[src/fps_defines.svh]
// Offsets, field positions, reset values and key code of the protect/status block
// Operation
// - Writing 1 to the setup-initialise bit returns the protection register to its initial value.
// - The protection bit changes only when the write carries the enabling code in bits 15 to 8.
// - Bits 7 to 1 of the protection register read as zero and software writes them as zero.
// - With the bit set, double map and normal or user-boot mode, program, erase and resume to the valid area are refused.
// - Single map mode or serial programming mode never protects the valid area.
// - The status register sits at offset 0080 hex, is read in 8, 16 or 32 bits and is read-only.
// - After reset the status register reads 0000 8000 hex with only the ready flag set.
// - Security, boot-protect and configuration ECC flags exist only in instance 0 and read zero elsewhere.
// - A set illegal-command error puts the sequencer in command lock, refusing normal commands.
// - Latched error and ECC flags clear when a status-clear or forced-stop command starts.
`ifndef FPS_DEFINES_SVH
`define FPS_DEFINES_SVH

`define FPS_OFS_STATUS 8'h80
`define FPS_OFS_GUARD 8'h84
`define FPS_OFS_SETUP 8'h88

`define FPS_SETUP_BIT 0
`define FPS_KEY_MSB 15
`define FPS_KEY_LSB 8
`define FPS_KEY_ENABLE 8'hA5
`define FPS_GUARD_BIT 0
`define FPS_GUARD_RESET 1'b0
`define FPS_RESV_MSB 7
`define FPS_RESV_LSB 1

`define FPS_STATUS_RESET 32'h0000_8000
`define FPS_STICKY_MASK 32'h03F3_707C
`define FPS_LEVEL_MASK 32'h0004_8F00
`define FPS_INST0_MASK 32'h0303_0030

`define FPS_B_SEC_DBL 25
`define FPS_B_SEC_FIX 24
`define FPS_B_ILL_CMD 23
`define FPS_B_EXTRA_SET 22
`define FPS_B_SEC_ERR 21
`define FPS_B_ONE_TIME 20
`define FPS_B_EXT_FULL 18
`define FPS_B_BP_DBL 17
`define FPS_B_BP_FIX 16
`define FPS_B_READY 15
`define FPS_B_ILL_STATE 14
`define FPS_B_ERASE_ERR 13
`define FPS_B_PROG_ERR 12
`define FPS_B_SUSP_RDY 11
`define FPS_B_DATA_FULL 10
`define FPS_B_ERASE_SUSP 9
`define FPS_B_PROG_SUSP 8
`define FPS_B_HV_ERR 6
`define FPS_B_CFG_DBL 5
`define FPS_B_CFG_FIX 4
`define FPS_B_TBL_DBL 3
`define FPS_B_TBL_FIX 2

`endif

[src/fps_pkg.sv]
// Types shared by the protect/status block and its users
package fps_pkg;

    typedef enum logic [2:0] {
        FPS_CMD_PROGRAM,
        FPS_CMD_BLOCK_ERASE,
        FPS_CMD_RESUME,
        FPS_CMD_CLEAR_STATUS,
        FPS_CMD_FORCED_STOP,
        FPS_CMD_OTHER
    } fps_cmd_t;

    typedef enum logic [1:0] {
        FPS_MODE_NORMAL,
        FPS_MODE_USER_BOOT,
        FPS_MODE_SERIAL
    } fps_op_mode_t;

    typedef struct packed {
        logic security_double_error_flag;
        logic security_single_fix_flag;
        logic illegal_command_error;
        logic extra_setting_error;
        logic security_error_flag;
        logic one_time_error_flag;
        logic bootprotect_double_error_flag;
        logic bootprotect_single_fix_flag;
        logic illegal_state_error;
        logic erase_error_flag;
        logic program_error_flag;
        logic high_voltage_error_flag;
        logic config_double_error_flag;
        logic config_single_fix_flag;
        logic table_double_error_flag;
        logic table_single_fix_flag;
    } fps_events_t;

    typedef struct packed {
        logic sequencer_ready_flag;
        logic suspend_ready_flag;
        logic data_buffer_full_flag;
        logic erase_suspended_flag;
        logic program_suspended_flag;
        logic extra_buffer_full_flag;
    } fps_levels_t;

    typedef struct packed {
        logic valid;
        fps_cmd_t kind;
        logic inValidArea;
    } fps_cmd_req_t;

endpackage : fps_pkg

[src/fps_flash_protect_status.sv]
// Valid-area protection register, sequencer status register and command gate
`timescale 1ns/100ps
`include "fps_defines.svh"

module fps_flash_protect_status #(
    parameter int INSTANCE = 0 // Sequencer instance index
) (
    input wire logic ref_clk, // 250 MHz clock
    input wire logic reset, // Synchronous, active high
    input wire logic [7:0] regAddr, // Register byte offset
    input wire logic regWrite, // Write strobe
    input wire logic regRead, // Read strobe
    input wire logic [3:0] regByteEn, // Byte lanes
    input wire logic [31:0] regWriteData, // Write data
    output logic [31:0] regReadData, // Read data
    output logic regReadValid, // Read data valid
    input wire fps_pkg::fps_events_t flagEvents, // Flag set pulses
    input wire fps_pkg::fps_levels_t flagLevels, // Live status levels
    input wire fps_pkg::fps_cmd_req_t cmdReq, // Incoming command
    input wire logic mapDouble, // Double map mode
    input wire fps_pkg::fps_op_mode_t opMode, // Operating mode
    output logic cmdAccept, // Command taken
    output logic cmdRefused, // Command refused
    output logic commandLock, // Sequencer locked
    output logic [31:0] statusWord // Status register image
);

    logic guardBit;
    logic [31:0] sticky;
    logic [31:0] levels;
    logic [31:0] eventWord;
    logic [31:0] levelWord;
    logic [31:0] flagMask;
    logic [31:0] laneMask;
    logic guardWrite;
    logic keyOk;
    logic setupInit;
    logic protectActive;
    logic protectHit;
    logic normalCmd;
    logic clearStart;

    // Instance 1 lacks the security, boot-protect and configuration ECC monitors
    assign flagMask = (INSTANCE == 0) ? 32'hFFFF_FFFF : ~`FPS_INST0_MASK;

    always_comb begin
        eventWord = 32'h0000_0000;
        eventWord[`FPS_B_SEC_DBL] = flagEvents.security_double_error_flag;
        eventWord[`FPS_B_SEC_FIX] = flagEvents.security_single_fix_flag;
        eventWord[`FPS_B_ILL_CMD] = flagEvents.illegal_command_error;
        eventWord[`FPS_B_EXTRA_SET] = flagEvents.extra_setting_error;
        eventWord[`FPS_B_SEC_ERR] = flagEvents.security_error_flag;
        eventWord[`FPS_B_ONE_TIME] = flagEvents.one_time_error_flag;
        eventWord[`FPS_B_BP_DBL] = flagEvents.bootprotect_double_error_flag;
        eventWord[`FPS_B_BP_FIX] = flagEvents.bootprotect_single_fix_flag;
        eventWord[`FPS_B_ILL_STATE] = flagEvents.illegal_state_error;
        eventWord[`FPS_B_ERASE_ERR] = flagEvents.erase_error_flag;
        eventWord[`FPS_B_PROG_ERR] = flagEvents.program_error_flag;
        eventWord[`FPS_B_HV_ERR] = flagEvents.high_voltage_error_flag;
        eventWord[`FPS_B_CFG_DBL] = flagEvents.config_double_error_flag;
        eventWord[`FPS_B_CFG_FIX] = flagEvents.config_single_fix_flag;
        eventWord[`FPS_B_TBL_DBL] = flagEvents.table_double_error_flag;
        eventWord[`FPS_B_TBL_FIX] = flagEvents.table_single_fix_flag;
    end

    always_comb begin
        levelWord = 32'h0000_0000;
        levelWord[`FPS_B_READY] = flagLevels.sequencer_ready_flag;
        levelWord[`FPS_B_SUSP_RDY] = flagLevels.suspend_ready_flag;
        levelWord[`FPS_B_DATA_FULL] = flagLevels.data_buffer_full_flag;
        levelWord[`FPS_B_ERASE_SUSP] = flagLevels.erase_suspended_flag;
        levelWord[`FPS_B_PROG_SUSP] = flagLevels.program_suspended_flag;
        levelWord[`FPS_B_EXT_FULL] = flagLevels.extra_buffer_full_flag;
    end

    assign statusWord = sticky | levels;

    // Register access decode
    assign setupInit = regWrite && regAddr == `FPS_OFS_SETUP && regByteEn[0]
        && regWriteData[`FPS_SETUP_BIT];
    assign guardWrite = regWrite && regAddr == `FPS_OFS_GUARD && regByteEn[0] && regByteEn[1];
    assign keyOk = regWriteData[`FPS_KEY_MSB:`FPS_KEY_LSB] == `FPS_KEY_ENABLE;

    always_ff @(posedge ref_clk) begin
        if (reset) begin
            guardBit <= `FPS_GUARD_RESET;
        end else if (setupInit) begin
            guardBit <= `FPS_GUARD_RESET;
        end else if (guardWrite && keyOk) begin
            guardBit <= regWriteData[`FPS_GUARD_BIT];
        end
    end

    // Command gate
    assign protectActive = guardBit && mapDouble
        && (opMode == fps_pkg::FPS_MODE_NORMAL || opMode == fps_pkg::FPS_MODE_USER_BOOT);
    assign protectHit = protectActive && cmdReq.inValidArea
        && (cmdReq.kind == fps_pkg::FPS_CMD_PROGRAM || cmdReq.kind == fps_pkg::FPS_CMD_BLOCK_ERASE
        || cmdReq.kind == fps_pkg::FPS_CMD_RESUME);
    assign normalCmd = cmdReq.kind != fps_pkg::FPS_CMD_CLEAR_STATUS
        && cmdReq.kind != fps_pkg::FPS_CMD_FORCED_STOP;
    assign commandLock = sticky[`FPS_B_ILL_CMD];
    assign cmdRefused = cmdReq.valid && ((commandLock && normalCmd) || protectHit);
    assign cmdAccept = cmdReq.valid && !cmdRefused;
    assign clearStart = cmdAccept && !normalCmd;

    // A flag raised in the clearing cycle survives the clear
    always_ff @(posedge ref_clk) begin
        if (reset) begin
            sticky <= `FPS_STATUS_RESET & `FPS_STICKY_MASK;
        end else begin
            sticky <= ((clearStart ? 32'h0000_0000 : sticky) | eventWord)
                & `FPS_STICKY_MASK & flagMask;
        end
    end

    always_ff @(posedge ref_clk) begin
        if (reset) begin
            levels <= `FPS_STATUS_RESET & `FPS_LEVEL_MASK;
        end else begin
            levels <= levelWord & `FPS_LEVEL_MASK;
        end
    end

    // One mask byte per byte lane
    for (genvar lane = 0; lane < 4; lane++) begin : g_lane
        assign laneMask[lane*8 +: 8] = {8{regByteEn[lane]}};
    end

    // Status is read-only: writes to it fall through and are ignored
    always_ff @(posedge ref_clk) begin
        if (reset) begin
            regReadData <= 32'h0000_0000;
            regReadValid <= 1'b0;
        end else begin
            regReadValid <= regRead;
            if (!regRead) begin
                regReadData <= 32'h0000_0000;
            end else if (regAddr == `FPS_OFS_STATUS) begin
                regReadData <= statusWord & laneMask;
            end else if (regAddr == `FPS_OFS_GUARD) begin
                regReadData <= {31'h0000_0000, guardBit} & laneMask;
            end else begin
                regReadData <= 32'h0000_0000;
            end
        end
    end
endmodule : fps_flash_protect_status

[config.mk]
export PLATFORM = sky130hd
export DESIGN_NAME = fps_flash_protect_status
export DESIGN_NICKNAME = d
export VERILOG_FILES = /design/src/fps_pkg.sv /design/src/fps_flash_protect_status.sv
export VERILOG_INCLUDE_DIRS = /design/src
export SDC_FILE = /design/constraint.sdc
export NUM_CORES = 1
export LEC_CHECK = 0
export ABC_CLOCK_PERIOD_IN_PS = 1450
export BUFFER_PORTS_ARGS = -buffer_cell sky130_fd_sc_hd__buf_2
export CAP_MARGIN = 30
export CORE_UTILIZATION = 33
export DETAILED_ROUTE_END_ITERATION = 8
export GPL_ROUTABILITY_DRIVEN = 0
export MAX_ROUTING_LAYER = met4
export PLACE_DENSITY = 0.82
export SLEW_MARGIN = 10
export SYNTH_ARGS = -nofsm -noshare
export SYNTH_HDL_FRONTEND = slang
export SYNTH_SLANG_ARGS = --single-unit
export TNS_END_PERCENT = 10
[constraint.sdc]
create_clock -name ref_clk -period 1.45 [get_ports ref_clk]
set_input_delay 0.2175 -clock ref_clk [delete_from_list [all_inputs] [get_ports ref_clk]]
set_output_delay 0.2175 -clock ref_clk [all_outputs]
set_load 0.01 [all_outputs]
==> results of run 1 <==
worst max-delay path, cell delays in order, from the launching register on:
cell and delay (ns):
dfxtp_4 0.39, o21ai_2 0.06, a211oi_2 0.19, and2_1 0.14, buf_2 0.12
synth_stat cells:
| cell type | number |
|---|---|
| and3_1 | 24 |
| buf_4 | 20 |
| or2_2 | 1 |
| o21ai_1 | 1 |
| inv_1 | 2 |
| clkbuf_1 | 2 |
| conb_1 | 1 |
| o211a_1 | 1 |
| a41oi_1 | 1 |
| nor2_1 | 16 |
| dfxtp_1 | 47 |
| or4_1 | 1 |
| nor4bb_1 | 2 |
| nand4_1 | 1 |
| a21oi_1 | 16 |
| and3b_2 | 1 |
| nor3b_1 | 1 |
| and3b_1 | 1 |
| and2_1 | 1 |
| buf_2 | 1 |
| o21ai_0 | 1 |
| nand2_1 | 1 |
| buf_6 | 2 |
| nor3_2 | 1 |
| nand2b_1 | 1 |
| nor4_2 | 1 |
| a211oi_1 | 1 |
| a21boi_0 | 1 |
| nand4b_1 | 1 |
| nor2b_1 | 7 |
| or4_4 | 1 |
worst max path at each step:
stage	start	end	cells after the start
2_1_floorplan	regAddr[1]	guardBit	3
3_3_place_gp	regAddr[1]	guardBit	5
3_5_place_dp	regAddr[1]	guardBit	5
4_1_cts	guardBit	cmdRefused	4
5_1_grt	sticky[23]	cmdRefused	4
6_report	sticky[23]	cmdRefused	4
what timing repair did:
action / 4_1_cts / 5_1_grt
hold buffers: 0 / 0
setup endpoints to repair: 2 / 1
pin swaps: 2 / 0
gates cloned: 0 / 0
setup buffers: 1 / 0
resized for setup: 7 / 0
logic make-up after synthesis:
family	share of synthesized area, %
buf+inv	11.75
flops	57.36
other cells	0.2286
simple gates	23.11
compound gates	7.552
per-stage QoR:
stage                     hold WS (ns)  total power, mW  instance area (sq um)
after floorplan                 0.2891            1.537                   1708
after global placement          0.4081            1.639                   2160
after detailed placement        0.4153            1.646                   2160
after CTS                       0.1052            2.394                   2273
after global routing            0.1103            2.492                   2273
final                           0.1142            2.372                   2273
routing by layer:
layer / GRT usage [%] / vias to the layer above / part of all wire, %
met2: 26.17 / 69 / 52
met1: 15.74 / 666 / 40
met3: 4.306 / 4 / 6.7
met4: 5.011 / 0 / 1.0
met5: - / - / 0
li1: - / 714 / -
cells in the final DEF, fill, tap and decap left out, types with 2 or more instances in the layout:
cell	synthesis	layout
buf_2	1	102
dfxtp_1	47	45
and3_1	24	24
conb_1	1	19
a21oi_1	16	16
nor2_1	16	16
nor2b_1	7	7
clkbuf_8	0	5
buf_4	20	4
inv_1	2	2
nor4bb_1	2	2
final cells by class:
cell class                      instances  area, sq um  share of cell area, %
Clock inverter                          2        12.51                 0.5504
Timing Repair Buffer                  107        560.5                  24.66
Multi-Input combinational cell        103        590.6                  25.98
Inverter                                2        7.507                 0.3302
Tap cell                               67        83.83                  3.687
Sequential cell                        47        945.9                  41.61
Clock buffer                            6        72.57                  3.192
power by group:
| group | total, mW | switching, mW | internal [mW] |
|---|---|---|---|
| sequential | 1.36 | 0.0291 | 1.33 |
| clock | 0.754 | 0.416 | 0.337 |
| combinational | 0.257 | 0.136 | 0.120 |
sequential cells by signal, summed over array words and instances (netlist names):
name	flops
guardBit	1
levels	6
regReadData	23
regReadValid	1
sticky	16
==> flow_metrics.py, run 1 <==
metrics = {
    "sta": {
        "finalSetupViolCount": 0,
        "clock.fmax_ghz": 0.7083,
        "fin_ws_ns": 0.03818,
        "timing.final.crit_share_pct": 97.37,
        "finalHoldViolCount": 0,
        "rsz0062_at_grt": "true",
        "tns_ns": 0,
        "maxSlewViolCount": 0,
        "finalCriticalPeriod_ns": 1.412,
        "clock_skew_ns": 0.002257,
    },
    "clocking": {
        "cts_made_buffers": 5,
        "insertion_delay_ns": 0.29,
        "cts_tree": "yes",
        "clock-sinks": 47,
        "cts_buffer_depth": 2,
        "root_buffer": "clkbuf_8",
        "cts.clk_slew.worst_paths_ns": 0.08,
        "cts_htree_levels": 2,
    },
    "floorplanning": {
        "dieArea_sq_mm": 0.005257,
        "io_pins": 146,
        "start_util_pct": 34.50,
        "die_h_um": 72.51,
        "die_w_um": 72.51,
        "num_rows": 25,
        "core_sq_mm": 0.004755,
    },
    "final_layout": {
        "finish.utilization_pct": 47.82,
        "insertedDiodeCount": 0,
        "syn2layout_area_growth_pct": 38.60,
        "fin_cells": 334,
        "drive_gt1_share_pct": 46.44,
        "fill_cells": 498,
        "fin_nets": 344,
    },
    "placed_design": {
        "place_ws_ns": -0.1732,
        "dp.cells": 325,
        "dpl.hpwl_mm": 2.927,
        "io_buffers": 102,
    },
    "critical_path": {
        "reg2reg_depth": 3,
        "r2r_start": "guardBit",
        "reg2reg_slack_ns": 0.53,
        "cp-end-kind": "output port",
        "required_ns": 1.23,
        "critPathMaxFanout": 6,
        "reg2reg_to": "guardBit",
        "crit_type": "reg -> out",
        "arrival_ns": 1.19,
        "startpoint_type": "flip-flop",
    },
    "detailed_routing": {
        "drt-vias-per-instance": 4.350,
        "first_pass_iters": 4,
        "dr_total_vias": 1453,
        "drtIter0Drc": 14,
        "antenna_left": 0,
        "drc": 0,
        "routed_wl_mm": 3.824,
        "wl_per_cell_um": 11.45,
    },
    "global_routing": {
        "grt_pass1_wl_mm": 5.713,
        "antenna_found_initial": 0,
        "grt_pass1_vias": 1274,
        "grt_usage_pct": 14.80,
        "grt_max_degree": 24,
        "overflow": 0,
    },
    "synth": {
        "yosysTopAreaCell": "dfxtp_1",
        "synth_cell_types": 31,
        "seq_area_frac_synth_pct": 57.36,
        "synth_area_per_cell_sq_um": 10.32,
        "synthCells": 159,
        "netlist_area_sq_mm": 0.001640,
        "yosys_warnings": 0,
        "yosys.area.top_type_share_pct": 57.36,
        "ys_top_cells_by_area": "dfxtp_1 (57%), and3_1 (9.2%), buf_4 (9.2%)",
        "synth-seq-cells": 47,
    },
    "job": {
        "max_cap_viol_count": 0,
    },
    "power_and_ir_drop": {
        "powerDensity_mw_per_mm2": 1043,
        "leakage_nw": 1.255,
        "max-vdd-ir-drop_mv": 0.3743,
    },
    "hold_path": {
        "worstHoldStart": "flagLevels[5]",
        "hold_end": "levels[15]",
        "hp-class": "in -> reg",
        "hold_depth": 2,
    },
    "run_status": {
        "status": "finished, final reports clean",
    },
}
No activity file was read; power rests on OpenSTA's default activity.
==> inputs of run 2 (changes only) <==
- ABC_CLOCK_PERIOD_IN_PS: 1450 -> 1100
- clock period: 1.45 -> 1.1 ns (I/O delays scaled with it)
==> run 2 against run 1 <==
- the flow now finishes with violations (negative setup slack)
- design area grew 1.4%
- worst setup slack lost 0.28 ns
- core utilization grew 0.66 points
- routed wire length grew 0.86%
- die area is the same
- first-iteration DRC count grew 130%
- sequential share of layout area shrank 0.67 points
- non-clock buffer count grew 4
==> flow_metrics.py, run 2 (synthesis results as in run 1) <==
metrics = {
    "power_and_ir_drop": {
        "powerDensity_mw_per_mm2": 1365,
        "leakage_nw": 1.273,
        "p_total_mw": 3.147,
        "max-vdd-ir-drop_mv": 0.5756,
    },
    "final_layout": {
        "layout_common_cells": "buf_2 (102), dfxtp_1 (45), and3_1 (24)",
        "largest_reg_flops": 23,
        "drive_gt1_share_pct": 47.60,
        "regArea_sq_um": 943.4,
        "fin_nets": 348,
        "insertedDiodeCount": 0,
        "fill_cells": 485,
        "syn2layout_area_growth_pct": 40.50,
        "largest_register": "regReadData",
        "multi_input_area_sq_um": 590.6,
        "final_common_cell": "buf_2",
        "reg_top3": "regReadData: 23 flops, sticky: 16 flops, levels: 6 flops",
    },
    "clocking": {
        "cts_tree": "yes",
        "cts.clk_slew.worst_paths_ns": 0.08,
        "cts_buffer_depth": 2,
        "root_buffer": "clkbuf_8",
        "cts_htree_levels": 2,
        "clock-sinks": 47,
        "cts_made_buffers": 5,
        "insertion_delay_ns": 0.29,
        "hold_buffers": 0,
    },
    "critical_path": {
        "arrival_ns": 1.18,
        "cp-end-kind": "output port",
        "critPathMaxFanout": 2,
        "reg2reg_depth": 3,
        "startpoint_type": "flip-flop",
        "required_ns": 0.94,
        "crit_type": "reg -> out",
    },
    "global_routing": {
        "grt_max_degree": 24,
        "grt_pass1_wl_mm": 5.740,
        "grt_pass1_vias": 1269,
        "grt_usage_pct": 15.09,
        "overflow": 0,
        "antenna_found_initial": 0,
    },
    "run_status": {
        "status": "complete, but fails checks",
        "violations": "negative setup slack",
    },
    "detailed_routing": {
        "routed_wl_mm": 3.857,
        "antenna_left": 0,
        "wl_per_cell_um": 11.41,
        "drtIter0Drc": 32,
        "dr_total_vias": 1467,
        "drt-vias-per-instance": 4.340,
        "drc": 0,
        "first_pass_iters": 4,
    },
    "floorplanning": {
        "core_sq_mm": 0.004755,
        "dieArea_sq_mm": 0.005257,
        "num_rows": 25,
        "die_w_um": 72.51,
        "io_pins": 146,
        "start_util_pct": 34.50,
        "die_h_um": 72.51,
    },
    "sta": {
        "finalSetupViolCount": 25,
        "clock.fmax_ghz": 0.7436,
        "finalCriticalPeriod_ns": 1.345,
        "rsz0062_at_grt": "true",
        "finalHoldViolCount": 0,
        "timing.final.crit_share_pct": 122.3,
        "fin_ws_ns": -0.2449,
        "maxSlewViolCount": 0,
        "hold_slack_ns": 0.06448,
        "clock_skew_ns": 0.002126,
    },
    "hold_path": {
        "hold_depth": 2,
        "hp-class": "in -> reg",
    },
    "job": {
        "max_cap_viol_count": 0,
    },
    "placed_design": {
        "dpl.hpwl_mm": 3.015,
        "io_buffers": 102,
    },
}
-- run 2: final timing paths --
kind                            startpoint               to  slack (ns)
worst max-delay path              guardBit       cmdRefused       -0.24
worst min register to register  sticky[12]  regReadData[12]        0.49
worst max register to register    guardBit         guardBit        0.19
worst min-delay path                 reset     regReadValid        0.06
-- run 2: critical path, stage by stage (launching register included) --
cell and delay [ns]:
dfxtp_2 0.36, a41oi_2 0.10, a211oi_2 0.17, and2_1 0.14
buf_2 0.12
-- run 2: what timing repair did --
item,CTS,global route
endpoints found under the setup margin,25,25
pin swaps,2,0
buffers inserted,1,0
gates resized for setup,5,1
-- run 2: per-layer routing --
layer / wire, um / track usage [%]
met1: 1566 / 17.69
met2: 1965 / 24.40
met3: 251 / 3.750
met4: 73 / 6.754
met5: 0 / -
-- run 2: final cells by class --
class                   count  area share [%]
clock buffers               5           2.986
clock inverters             3          0.8686
inverters                   2          0.3257
multi-input cells         103           25.62
flip-flops and latches     47           40.93
well taps                  67           3.637
repair buffers            111           25.62
-- run 2: where the power goes --
group | total, mW | leakage (nW) | internal [mW] | switching (mW)
registers | 1.79 | 0.386 | 1.76 | 0.0354
logic | 0.354 | 0.846 | 0.168 | 0.186
clock network | 1.00 | 0.0402 | 0.442 | 0.558
total | 3.15 | 1.27 | 2.37 | 0.779
-- run 2: through the flow --
step | worst slack, ns | util, % | cell area [sq um] | setup TNS, ns | instances
floorplan | -0.2901 | - | 1708 | -5.213 | 177
global placement | -0.4101 | 46.05 | 2190 | -9.174 | 329
detailed placement | -0.4783 | 46.05 | 2190 | -10.01 | 329
CTS | -0.2822 | 48.39 | 2301 | -2.853 | 338
global route | -0.3764 | 48.47 | 2305 | -4.335 | 338
finish | -0.2449 | 48.47 | 2305 | -3.038 | 338
